`src/rtl/tsb_pkg.sv`:
```
// Constants shared by the channel interrupt enable bank and its leaf registers.
// Assumes a byte-addressed register port with 32-bit words on aligned offsets.
`default_nettype none

package tsb_pkg;

	// Port widths and channel count.
	localparam int unsigned ADDR_W = 12;
	localparam int unsigned DATA_W = 32;
	localparam int unsigned NUM_CHAN = 64;

	// Register byte offsets.
	localparam logic [11:0] OFF_DONE_STS_LO = 12'h114;
	localparam logic [11:0] OFF_DONE_STS_HI = 12'h118;
	localparam logic [11:0] OFF_ERR_STS_LO = 12'h11C;
	localparam logic [11:0] OFF_ERR_STS_HI = 12'h120;
	localparam logic [11:0] OFF_DONE_ENA_LO = 12'h124;
	localparam logic [11:0] OFF_DONE_ENA_HI = 12'h128;
	localparam logic [11:0] OFF_ERR_ENA_LO = 12'h12C;
	localparam logic [11:0] OFF_ERR_ENA_HI = 12'h130;

	// Reset values and the value driven on idle or unmapped reads.
	localparam logic [31:0] RST_STS = 32'h0;
	localparam logic [31:0] RST_ENA = 32'h0;
	localparam logic [31:0] RDATA_IDLE = 32'h0;

	// True when a strobe addresses the given offset.
	function automatic logic reg_hit(input logic [11:0] addr, input logic [11:0] off,
			input logic stb);
		return stb && (addr == off);
	endfunction : reg_hit

endpackage : tsb_pkg

`default_nettype wire

```
`src/rtl/tsb_w1c_bank.sv`:
```
// A word of sticky event flags, cleared by writing ones.
// Assumes set pulses come from logic on the same clock.
`default_nettype none

module tsb_w1c_bank #(
	parameter int unsigned W = 32
) (
	input wire logic ref_clk,
	input wire logic rst,
	input wire logic [W-1:0] set_evt,
	input wire logic clr_wr,
	input wire logic [W-1:0] clr_data,
	output logic [W-1:0] sts
);

	typedef struct packed {
		logic [W-1:0] sts;
	} tsb_w1c_state_t;

	tsb_w1c_state_t st_q;
	tsb_w1c_state_t st_d;

	// A set in the same cycle as a clear wins, so no event is lost.
	always_comb begin
		st_d = st_q;
		if (clr_wr) begin
			st_d.sts = st_q.sts & ~clr_data;
		end
		st_d.sts = st_d.sts | set_evt;
	end

	// Flags come out of reset cleared.
	always_ff @(posedge ref_clk) begin
		if (rst) begin
			st_q.sts <= W'(tsb_pkg::RST_STS);
		end else begin
			st_q <= st_d;
		end
	end

	assign sts = st_q.sts;

endmodule : tsb_w1c_bank

`default_nettype wire

```
`src/rtl/tsb_rw_bank.sv`:
```
// A plain read-write word, loaded whole on a write strobe.
// Assumes software does read-modify-write to change single bits.
`default_nettype none

module tsb_rw_bank #(
	parameter int unsigned W = 32
) (
	input wire logic ref_clk,
	input wire logic rst,
	input wire logic wr,
	input wire logic [W-1:0] wdata,
	output logic [W-1:0] q
);

	typedef struct packed {
		logic [W-1:0] val;
	} tsb_rw_state_t;

	tsb_rw_state_t st_q;
	tsb_rw_state_t st_d;

	// Load on a write, hold otherwise.
	always_comb begin
		st_d = st_q;
		if (wr) begin
			st_d.val = wdata;
		end
	end

	// Every enable comes out of reset masked.
	always_ff @(posedge ref_clk) begin
		if (rst) begin
			st_q.val <= W'(tsb_pkg::RST_ENA);
		end else begin
			st_q <= st_d;
		end
	end

	assign q = st_q.val;

endmodule : tsb_rw_bank

`default_nettype wire

```
`src/rtl/tsb_chan_irq.sv`:
```
// Per-channel done and error interrupt flags, enables and combined interrupt.
// Assumes event pulses arrive from the stream unit on ref_clk, one cycle each.
//
// How it works
// - Upper channel error flags are sticky.
// - Writing one clears error flag; zero keeps.
// - Done enables for channels 0-31.
// - Done enables for channels 32-63.
// - Error enables for channels 0-31.
// - Enable one passes event, zero masks.
// - All enables reset to zero.
// - Each done enable written independently; here one write loads all 32 enables of its word at once.
// - Lower channel error flags sticky, write-one-clear.
// - Upper channel done flags sticky, write-one-clear.
//
// Our own choice: the strobed register port.
`default_nettype none

module tsb_chan_irq #(
	parameter int unsigned W = 32
) (
	input wire logic ref_clk,
	input wire logic rst,
	input wire logic [11:0] reg_addr,
	input wire logic [31:0] reg_wdata,
	input wire logic reg_wr,
	input wire logic reg_rd,
	output logic [31:0] reg_rdata,
	input wire logic [2*W-1:0] chan_done_evt,
	input wire logic [2*W-1:0] chan_err_evt,
	output logic irq
);

	typedef struct packed {
		logic [31:0] rdata;
	} tsb_top_state_t;

	tsb_top_state_t st_q;
	tsb_top_state_t st_d;

	logic [W-1:0] done_sts_lo;
	logic [W-1:0] done_sts_hi;
	logic [W-1:0] err_sts_lo;
	logic [W-1:0] err_sts_hi;
	logic [W-1:0] done_ena_lo;
	logic [W-1:0] done_ena_hi;
	logic [W-1:0] err_ena_lo;
	logic [W-1:0] err_ena_hi;
	logic wr_done_sts_lo;
	logic wr_done_sts_hi;
	logic wr_err_sts_lo;
	logic wr_err_sts_hi;
	logic wr_done_ena_lo;
	logic wr_done_ena_hi;
	logic wr_err_ena_lo;
	logic wr_err_ena_hi;

	// Write decode; one strobe selects at most one register.
	assign wr_done_sts_lo = tsb_pkg::reg_hit(reg_addr, tsb_pkg::OFF_DONE_STS_LO, reg_wr);
	assign wr_done_sts_hi = tsb_pkg::reg_hit(reg_addr, tsb_pkg::OFF_DONE_STS_HI, reg_wr);
	assign wr_err_sts_lo = tsb_pkg::reg_hit(reg_addr, tsb_pkg::OFF_ERR_STS_LO, reg_wr);
	assign wr_err_sts_hi = tsb_pkg::reg_hit(reg_addr, tsb_pkg::OFF_ERR_STS_HI, reg_wr);
	assign wr_done_ena_lo = tsb_pkg::reg_hit(reg_addr, tsb_pkg::OFF_DONE_ENA_LO, reg_wr);
	assign wr_done_ena_hi = tsb_pkg::reg_hit(reg_addr, tsb_pkg::OFF_DONE_ENA_HI, reg_wr);
	assign wr_err_ena_lo = tsb_pkg::reg_hit(reg_addr, tsb_pkg::OFF_ERR_ENA_LO, reg_wr);
	assign wr_err_ena_hi = tsb_pkg::reg_hit(reg_addr, tsb_pkg::OFF_ERR_ENA_HI, reg_wr);

	// Done flags of channels 0 to 31 share the same clear-by-one scheme.
	tsb_w1c_bank #(.W(W)) u_done_sts_lo (
		.ref_clk(ref_clk),
		.rst(rst),
		.set_evt(chan_done_evt[W-1:0]),
		.clr_wr(wr_done_sts_lo),
		.clr_data(reg_wdata[W-1:0]),
		.sts(done_sts_lo)
	);

	tsb_w1c_bank #(.W(W)) u_done_sts_hi (
		.ref_clk(ref_clk),
		.rst(rst),
		.set_evt(chan_done_evt[2*W-1:W]),
		.clr_wr(wr_done_sts_hi),
		.clr_data(reg_wdata[W-1:0]),
		.sts(done_sts_hi)
	);

	tsb_w1c_bank #(.W(W)) u_err_sts_lo (
		.ref_clk(ref_clk),
		.rst(rst),
		.set_evt(chan_err_evt[W-1:0]),
		.clr_wr(wr_err_sts_lo),
		.clr_data(reg_wdata[W-1:0]),
		.sts(err_sts_lo)
	);

	// write-one clears
	// Bit n of this word is channel n plus 32.
	tsb_w1c_bank #(.W(W)) u_err_sts_hi (
		.ref_clk(ref_clk),
		.rst(rst),
		.set_evt(chan_err_evt[2*W-1:W]),
		.clr_wr(wr_err_sts_hi),
		.clr_data(reg_wdata[W-1:0]),
		.sts(err_sts_hi)
	);

	tsb_rw_bank #(.W(W)) u_done_ena_lo (
		.ref_clk(ref_clk),
		.rst(rst),
		.wr(wr_done_ena_lo),
		.wdata(reg_wdata[W-1:0]),
		.q(done_ena_lo)
	);

	tsb_rw_bank #(.W(W)) u_done_ena_hi (
		.ref_clk(ref_clk),
		.rst(rst),
		.wr(wr_done_ena_hi),
		.wdata(reg_wdata[W-1:0]),
		.q(done_ena_hi)
	);

	tsb_rw_bank #(.W(W)) u_err_ena_lo (
		.ref_clk(ref_clk),
		.rst(rst),
		.wr(wr_err_ena_lo),
		.wdata(reg_wdata[W-1:0]),
		.q(err_ena_lo)
	);

	// Upper error enables; without them upper error flags could never interrupt.
	tsb_rw_bank #(.W(W)) u_err_ena_hi (
		.ref_clk(ref_clk),
		.rst(rst),
		.wr(wr_err_ena_hi),
		.wdata(reg_wdata[W-1:0]),
		.q(err_ena_hi)
	);

	// Read mux; data stand only in the cycle after the strobe, else zero.
	// Unmapped offsets read as zero so software probing gets a defined answer.
	always_comb begin
		st_d = st_q;
		st_d.rdata = tsb_pkg::RDATA_IDLE;
		if (reg_rd) begin
			case (reg_addr)
				tsb_pkg::OFF_DONE_STS_LO: st_d.rdata = 32'(done_sts_lo);
				tsb_pkg::OFF_DONE_STS_HI: st_d.rdata = 32'(done_sts_hi);
				tsb_pkg::OFF_ERR_STS_LO: st_d.rdata = 32'(err_sts_lo);
				tsb_pkg::OFF_ERR_STS_HI: st_d.rdata = 32'(err_sts_hi);
				tsb_pkg::OFF_DONE_ENA_LO: st_d.rdata = 32'(done_ena_lo);
				tsb_pkg::OFF_DONE_ENA_HI: st_d.rdata = 32'(done_ena_hi);
				tsb_pkg::OFF_ERR_ENA_LO: st_d.rdata = 32'(err_ena_lo);
				tsb_pkg::OFF_ERR_ENA_HI: st_d.rdata = 32'(err_ena_hi);
				default: st_d.rdata = tsb_pkg::RDATA_IDLE;
			endcase
		end
	end

	// Read data register.
	always_ff @(posedge ref_clk) begin
		if (rst) begin
			st_q.rdata <= tsb_pkg::RDATA_IDLE;
		end else begin
			st_q <= st_d;
		end
	end

	assign reg_rdata = st_q.rdata;

	// combined interrupt level
	// Built from registered flags and enables only, so it is glitch free.
	assign irq = |(done_sts_lo & done_ena_lo) | |(done_sts_hi & done_ena_hi)
		| |(err_sts_lo & err_ena_lo) | |(err_sts_hi & err_ena_hi);

	logic rst_d1_q;

	// Remembers reset one cycle back, for the after-reset check.
	always_ff @(posedge ref_clk) begin
		rst_d1_q <= rst;
	end
endmodule : tsb_chan_irq

`default_nettype wire

```
`config.mk`:
```
export PLATFORM = sky130hd
export DESIGN_NAME = tsb_chan_irq
export DESIGN_NICKNAME = d
export VERILOG_FILES = /design/src/rtl/tsb_pkg.sv /design/src/rtl/tsb_w1c_bank.sv /design/src/rtl/tsb_rw_bank.sv /design/src/rtl/tsb_chan_irq.sv
export SDC_FILE = /design/constraint.sdc
export NUM_CORES = 1
export LEC_CHECK = 0
export BUFFER_PORTS_ARGS = -buffer_cell sky130_fd_sc_hd__buf_4
export CAP_MARGIN = 15
export CORE_ASPECT_RATIO = 1.1
export CORE_MARGIN = 5
export CORE_UTILIZATION = 51
export DETAILED_ROUTE_END_ITERATION = 10
export GPL_ROUTABILITY_DRIVEN = 1
export GPL_TIMING_DRIVEN = 0
export PLACE_DENSITY = 0.77
export SLEW_MARGIN = 20
export SYNTH_ARGS = -nofsm -noshare
export SYNTH_HDL_FRONTEND = slang
export SYNTH_HIERARCHICAL = 1
export SYNTH_SLANG_ARGS = --single-unit
```
`constraint.sdc`:
```
create_clock -name ref_clk -period 2.5 [get_ports ref_clk]
set_input_delay 0.625 -clock ref_clk [delete_from_list [all_inputs] [get_ports ref_clk]]
set_output_delay 0.625 -clock ref_clk [all_outputs]
set_load 0.02 [all_outputs]
```
After elaboration in Yosys (flattened, before gate mapping) --
Cells that the tools add are included.
Word-level totals: flip-flop bits (word level) 288, input bits 176, output and inout bits 33, word-level logic and storage cells 52
Operators by class: eq/ne operators 8, mux-type cells 5, bitwise gates (word level) 17, reduce and logical (&&, ||, !) cells 13
Operators by type and width (number):
- AND 32 bit | 8
- one-hot mux 32 bit (8 select lines) | 1
- 2-to-1 mux 32 bit | 4
- bitwise OR 32 bit | 4
- OR reduction 32 bit | 4
- == test 12 x 9 -> 1 bit (second input constant) | 8
- NOT 32 bit | 1
- logical AND 1 bit | 8
- bitwise OR 1 bit | 3
- OR reduction 2 bit | 1
- NOT 1 bit | 1

Logic depth before layout (Yosys ltp) --
Gate-level depths: netlist of run 1.
depth after elaboration 5, mapped depth 11, gate-level depth less buffers 6

Hierarchy --
Netlist of run 1, hierarchy kept.
By module, submodules not included:
- tsb_w1c_bank | instances 4, cells an instance 134, area each 1209.9 µm², sequential area each 640.6 µm²
- tsb_rw_bank | instances 4, cells an instance 103, area each 1163.6 µm², sequential area each 640.6 µm²
- tsb_chan_irq | instances 1, cells an instance 411, area each 3489.6 µm², sequential area each 640.6 µm²

Worst setup path before layout of run 1 --
No wires, ideal clock.
path type input to register, start input port reg_addr[1], end register u_err_ena_hi.st_q (netlist bit u_err_ena_hi/q[0]), setup time 128 ps, arrival 2276 ps, required time 2372 ps, path slack 96 ps, stages 10, path buffers 4, cells stage by stage nor4_4 nand2_2 nor2_1 buf_4 buf_2 and3_1 buf_6 buf_12 mux2i_1 nor2_1
Between the ends: cells in the longest elaborated chain, start to end 2
RTL lines:
- start, declared | line tsb_chan_irq.sv:24 | input wire logic [11:0] reg_addr,
- == test 12 x 9 -> 1 bit | line tsb_pkg.sv:30 | return stb && (addr == off);
- logical AND 1 bit | line tsb_pkg.sv:30
- named net wr_err_ena_hi | line tsb_chan_irq.sv:56 | logic wr_err_ena_hi;
- end signal, assigned | line tsb_rw_bank.sv:35 | st_q <= st_d;
- end, declared | line tsb_rw_bank.sv:19 | tsb_rw_state_t st_q;
The timed path passes the listed nets, and every way through them passes these cells. A chain may end at the register's enable or synchronous reset.

Worst setup path in the final report of run 1 --
start register, netlist name u_err_sts_hi/sts[4], end output port irq
Between the ends: cells in the longest elaborated chain, start to end 3
RTL lines:
- AND 32 bit | line tsb_chan_irq.sv:174 | | |(err_sts_lo & err_ena_lo) | |(err_sts_hi & err_ena_hi);
- OR reduction 32 bit | line tsb_chan_irq.sv:174
- bitwise OR 1 bit | line tsb_chan_irq.sv:174
- end, declared | line tsb_chan_irq.sv:31 | output logic irq
No other way between the ends.

==> metrics.csv, run 1 <==
stage,metric,value,unit
critical_path,Critical-path top delay cell,nor4_4,
clocking,Root Driver,clkbuf_16,
worst_hold_path,min-delay worst type,input pin to flop,
synth,"Avg Cell Area, Syn",9.55,sq um
layout,nets@finish,1775,
synth,Seq cells post-synth,288,
die,Initial Util,0.515,
outcome,outcome,"complete, but fails checks",
timing,Worst Skew,23.4,ps
detailed_routing,vias per cell,6.45,
detailed_routing,WL/cell,29.2,um
die,# rows,61,
pwr,LEAKAGE,6.47,nW
synth,synthesized area,13000,sq um
die,die width,162,um
timing,worst setup margin,-585,ps
grt,global-route wire length before repair,80200,um
timing,worst slew pin tran,1120,ps
outcome,failing checks,setup timing,
clocking,H-tree Lvls,1,
timing,Max Clock Freq,324,MHz
layout,"commonest non-fill, non-tap cell in the layout",nor2_1,
timing,setup violators final,1,
synth,async set-or-reset flop fraction in the synthesized netlist,0,
synth,register area share after synthesis,0.444,
grt,GR Util All Layers,0.378,
die,I/O pins,209,
clocking,CTS tree,built,
timing,final hold viol count,0,
place,DP Cell Count,1882,
critical_path,max incr delay on CP,370,ps
layout,fillcell total,2101,
layout,Antenna Cells,0,
pwr,Tot Pwr,10.5,mW
clocking,clock-pin slew on the worst setup and hold paths,60,ps
critical_path,Critical Path End Type,primary output,
pwr,peak supply drop,0.566,mV
pwr,Clk network pwr share,0.444,
pwr,sw frac,0.249,
grt,initial antenna violation count,2,
synth,YS warnings,6,
timing,Final Max Slew Viols,0,
pwr,Flop pwr share,0.472,
pwr,switching power,2.61,mW
timing,Worst slew margin,0.254,
pwr,Pwr Density,650,nW/um^2
die,Total Die Area,28800,sq um
clocking,CTS Hold Buffers Added,0,
critical_path,startpoint types,flop,
die,die height,177,um
synth,number of flops mapped to enable cells by yosys,0,
critical_path,WS Path Type,flop to primary output,
detailed_routing,WL final,56600,um
detailed_routing,post-route ant nets,0,
job,max-cap violations,0,
timing,Final period util,1.23,
timing,Tmin final,3080,ps
grt,largest net degree at the start of global routing,42,
critical_path,crit path max fanout,3,
grt,total grt overflow,0,
synth,"Primary FF master, synth",dfxtp_1,
clocking,Skew-Pair Late Insertion Delay,580,ps
timing,RSZ-0062 raised after global routing,true,
die,core region area,25200,sq um
layout,share of layout cells above drive strength 1,0.242,
timing,setup TNS,-585,ps
synth,post-synthesis net count,1535,
detailed_routing,via count,12489,
critical_path,"critical path, cell by cell",a22o_1 -> a221oi_4 -> nand4_1 -> nor4_4 -> nand3_2 -> buf_6,
place,RePlAce Congestion,0.961,
layout,Layout Cells excl Fill,1937,
critical_path,Worst Path Required,1880,ps
pwr,Internal Pwr Total,7.89,mW
grt,vias in the first global route,11967,
detailed_routing,DRC violations left,0,
layout,"commonest cells after routing, fill and taps aside","284 x nor2_1, 282 x dfxtp_1, 211 x buf_4",
critical_path,Critical Path AT,2460,ps
detailed_routing,drt pass-1 iters,6,
synth,synth unique cells,46,
pwr,Comb power frac,0.085,
layout,"Core Util, Final",0.641,
clocking,Longest Clk Path Bufs,3,
synth,Syn Inst Count,1359,
place,dpl hpwl,42400,um
clocking,number of buffers created by CTS,30,
clocking,Sink Count,288,
place,port bufs,208,
detailed_routing,1st-iter DRT viols,1532,
layout,Syn-to-layout area delta,24.4,%
worst max-delay path: cells and delay by family, from the launching register on:
family,cells,cell delay [ps]
buf+inv,1,160
flops,1,330
compound gates,2,630
simple gates,3,780
through the flow:
step / instance area (sq um) / worst slack (ps) / hold WS (ps)
finish: 16200 / -585 / 312
global route: 16200 / -547 / 319
CTS: 16100 / -500 / 305
detailed placement: 14900 / -1220 / 504
global placement: 14900 / -1210 / 490
floorplan: 13000 / 96.1 / 477
area by class of cell:
cell class | instances | area [sq um] | area share
well taps | 315 | 394 | 0.0244
multi-input cells | 856 | 6180 | 0.383
clock inverters | 12 | 154 | 0.00953
plain buffers | 84 | 703 | 0.0435
inverters | 128 | 480 | 0.0297
repair buffers | 211 | 1590 | 0.0983
clock buffers | 43 | 880 | 0.0545
flip-flops and latches | 288 | 5770 | 0.357
synthesized netlist by cell type (2+ instances only):
master     count  area (sq um)
dfxtp_1      288          5770
nor2_1       284          1070
mux2i_1      147          1470
a311oi_1     128          1120
inv_1        128           480
a22oi_1       59           443
mux2_2        44           495
a21oi_1       43           215
a221oi_1      40           350
a22o_1        33           289
clkbuf_1      27           101
buf_2         26           130
buf_6         20           225
buf_12        12           240
nand4_1       10          62.6
a222oi_1       9          90.1
nand2_1        7          26.3
nand3_1        5          25.0
nor3_1         5          25.0
and3_1         4          25.0
o2bb2ai_1      4          35.0
nand3b_1       3          22.5
nor2b_1        3          18.8
nor3b_1        3          22.5
o22a_1         3          26.3
and2_1         2          12.5
o211ai_1       2          15.0
o21ai_0        2          10.0
what timing repair did:
action                     CTS  global route
hold endpoints to repair     0             0
buffers inserted             1             2
resized for setup           26             5
pin swaps                    7             6
setup endpoints to repair  134             7
registers in the layout, summed over array words and instances, names as in the netlist:
name               cells
u_done_sts_hi/sts     32
u_err_ena_hi/q        32
reg_rdata             32
u_err_sts_hi/sts      32
u_err_sts_lo/sts      32
u_done_sts_lo/sts     32
u_done_ena_lo/q       32
u_err_ena_lo/q        32
u_done_ena_hi/q       32
routing by layer:
layer | GRT usage | vias up | wire, um
met1 | 0.508 | 6012 | 22600
met3 | 0.0708 | 157 | 5940
met4 | 0.131 | 4 | 2320
li1 | - | 5470 | -
met2 | 0.614 | 846 | 25800
met5 | 0 | - | 26
power by group through the flow:
stage	Combinational (mW)	Clock [mW]	Sequential [mW]
6_report	0.890	4.66	4.95
2_1_floorplan	0.387	0	4.92
4_1_cts	0.866	4.67	4.94
3_5_place_dp	0.858	0	5.03
3_3_place_gp	0.838	0	5.03
5_1_grt	0.940	4.88	4.95
cells by family (layout without fill, tap and decap cells):
logic type | count (synthesis) | after routing | share of synthesized area
buf+inv | 215 | 478 | 0.0915
compound gates | 329 | 329 | 0.203
mux | 191 | 191 | 0.151
simple gates | 336 | 336 | 0.110
flops | 288 | 288 | 0.444
worst paths after layout:
path | startpoint | endpoint | slack [ps] | cells past startpoint
setup / recovery | u_err_sts_hi/sts[4]$_SDFF_PP0_ | irq | -580 | 6
hold / removal | reg_wdata[21] | u_err_sts_hi/sts[21]$_SDFF_PP0_ | 310 | 2
setup reg to reg | u_done_sts_lo/sts[10]$_SDFF_PP0_ | reg_rdata[10]$_SDFF_PP0_ | 1150 | 3
hold reg to reg | u_err_sts_hi/sts[2]$_SDFF_PP0_ | u_err_sts_hi/sts[2]$_SDFF_PP0_ | 510 | 2
Note: power is estimated with default switching activity, not from simulation.
==> run 2, diff against run 1 <==
CORE_UTILIZATION = 40   (was 51)
PLACE_DENSITY = 0.63   (was 0.77)
==> metrics.csv, run 2 (synthesis results as in run 1) <==
stage,metric,value,unit
pwr,Clk network pwr share,0.457,
layout,Layout Cells excl Fill,2053,
pwr,switching power,2.72,mW
layout,nets@finish,1779,
worst_hold_path,min-delay worst type,input pin to flop,
detailed_routing,WL final,57300,um
detailed_routing,WL/cell,27.9,um
clocking,Root Driver,clkbuf_16,
timing,Worst Skew,14.1,ps
die,Total Die Area,36200,sq um
worst_hold_path,hold depth,2,
pwr,Internal Pwr Total,8.05,mW
grt,vias in the first global route,11823,
clocking,number of buffers created by CTS,31,
pwr,Tot Pwr,10.8,mW
detailed_routing,DRC violations left,0,
die,die width,182,um
grt,largest net degree at the start of global routing,42,
timing,Tmin final,3060,ps
outcome,failing checks,setup timing,
die,# rows,69,
timing,worst setup margin,-563,ps
die,core region area,32200,sq um
layout,share of layout cells above drive strength 1,0.245,
detailed_routing,1st-iter DRT viols,1796,
timing,Final Max Slew Viols,0,
place,dpl hpwl,42300,um
clocking,clock-pin slew on the worst setup and hold paths,60,ps
pwr,LEAKAGE,6.51,nW
grt,global-route wire length before repair,81000,um
timing,setup TNS,-563,ps
critical_path,Critical-path top delay cell,nor4_4,
timing,worst slew pin tran,1100,ps
grt,initial antenna violation count,1,
critical_path,Worst Path Required,1880,ps
layout,Antenna Cells,0,
clocking,Sink Count,288,
clocking,CTS tree,built,
timing,RSZ-0062 raised after global routing,true,
timing,setup violators final,1,
place,Placed Instance Area,15100,sq um
critical_path,crit path max fanout,3,
place,port bufs,208,
clocking,H-tree Lvls,1,
die,Initial Util,0.403,
critical_path,CP Buf/Inv Count,1,
detailed_routing,via count,12468,
critical_path,startpoint types,flop,
outcome,outcome,"complete, but fails checks",
detailed_routing,vias per cell,6.07,
layout,Final Cell Area,16400,sq um
pwr,peak supply drop,0.513,mV
timing,Worst slew margin,0.267,
job,max-cap violations,0,
pwr,Flop pwr share,0.460,
critical_path,Stages on worst setup path,6,
layout,"commonest cells after routing, fill and taps aside","284 x nor2_1, 284 x dfxtp_1, 214 x buf_4",
pwr,Pwr Density,658,nW/um^2
critical_path,"critical path, cell by cell",a22o_4 -> a221oi_4 -> nand4_1 -> nor4_4 -> nand3_2 -> buf_6,
timing,final hold viol count,0,
pwr,Comb power frac,0.083,
critical_path,WS Path Type,flop to primary output,
grt,total grt overflow,0,
critical_path,max incr delay on CP,400,ps
place,DP Cell Count,1993,
clocking,Skew-Pair Late Insertion Delay,570,ps
layout,Syn-to-layout area delta,26.0,%
timing,Max Clock Freq,326,MHz
pwr,sw frac,0.253,
detailed_routing,post-route ant nets,0,
grt,GR Util All Layers,0.301,
place,RePlAce Congestion,0.985,
die,I/O pins,209,
critical_path,Critical Path End Type,primary output,
die,die height,199,um
detailed_routing,drt pass-1 iters,6,
critical_path,reg2reg path depth,4,
critical_path,Critical Path AT,2440,ps
timing,Final period util,1.23,
critical_path,"CP delay by family, top",simple AND/OR/NAND/NOR gates,
clocking,Longest Clk Path Bufs,3,
## run 2: changes by cell type in the layout (fill, tap and decap cells not counted), moves of 2 or more
cell and change:
buf_4 +3, bufinv_16 +2, clkbuf_1 -3, clkbuf_8 -4, clkinv_4 +3, clkinvlp_4 +2
dfxtp_1 +2, dfxtp_2 -2
## run 2: final cells by class
class / count / area [sq um]
clock buffer: 37 / 838
timing repair buffer: 213 / 1600
sequential: 288 / 5770
multi-input combinational: 856 / 6180
buffer: 85 / 704
tap: 426 / 533
inverter: 128 / 480
fill: 3000 / 15800
clock inverter: 20 / 253
## run 2: worst paths after layout
check | start | endpoint | slack, ps
max | u_err_ena_hi/q[3]$_SDFFE_PP0P_ | irq | -560
max reg2reg | u_done_sts_lo/sts[14]$_SDFF_PP0_ | reg_rdata[14]$_SDFF_PP0_ | 1110
min reg2reg | u_done_sts_lo/sts[4]$_SDFF_PP0_ | u_done_sts_lo/sts[4]$_SDFF_PP0_ | 520
min | reg_wdata[21] | u_err_sts_lo/sts[21]$_SDFF_PP0_ | 320
## run 2: repair_timing
action                     CTS  global route
hold buffers                 0             0
setup buffers                3             2
pin swaps                   10             7
setup endpoints to repair  143            31
gates resized for setup     25             3
## run 2: metal layers
layer,wire [um],up-vias,GRT usage
met2,26100,815,0.484
met1,23300,6008,0.406
li1,-,5488,-
met5,12,-,0
met3,5470,155,0.0519
met4,2450,2,0.118
## run 2: power groups by stage
stage / clock [mW] / combinational (mW) / sequential [mW]
6_report: 4.92 / 0.891 / 4.95
5_1_grt: 5.15 / 0.951 / 4.95
4_1_cts: 4.94 / 0.873 / 4.94
3_5_place_dp: 0 / 0.866 / 5.04
3_3_place_gp: 0 / 0.849 / 5.03
2_1_floorplan: 0 / 0.387 / 4.92
## run 2: stage by stage
stage	setup WS (ps)	utilization	hold slack [ps]
after global placement	-1720	0.468	493
after detailed placement	-1210	0.468	507
after CTS	-507	0.507	308
final	-563	0.508	321
after global routing	-544	0.508	317
after floorplan	96.1	-	477
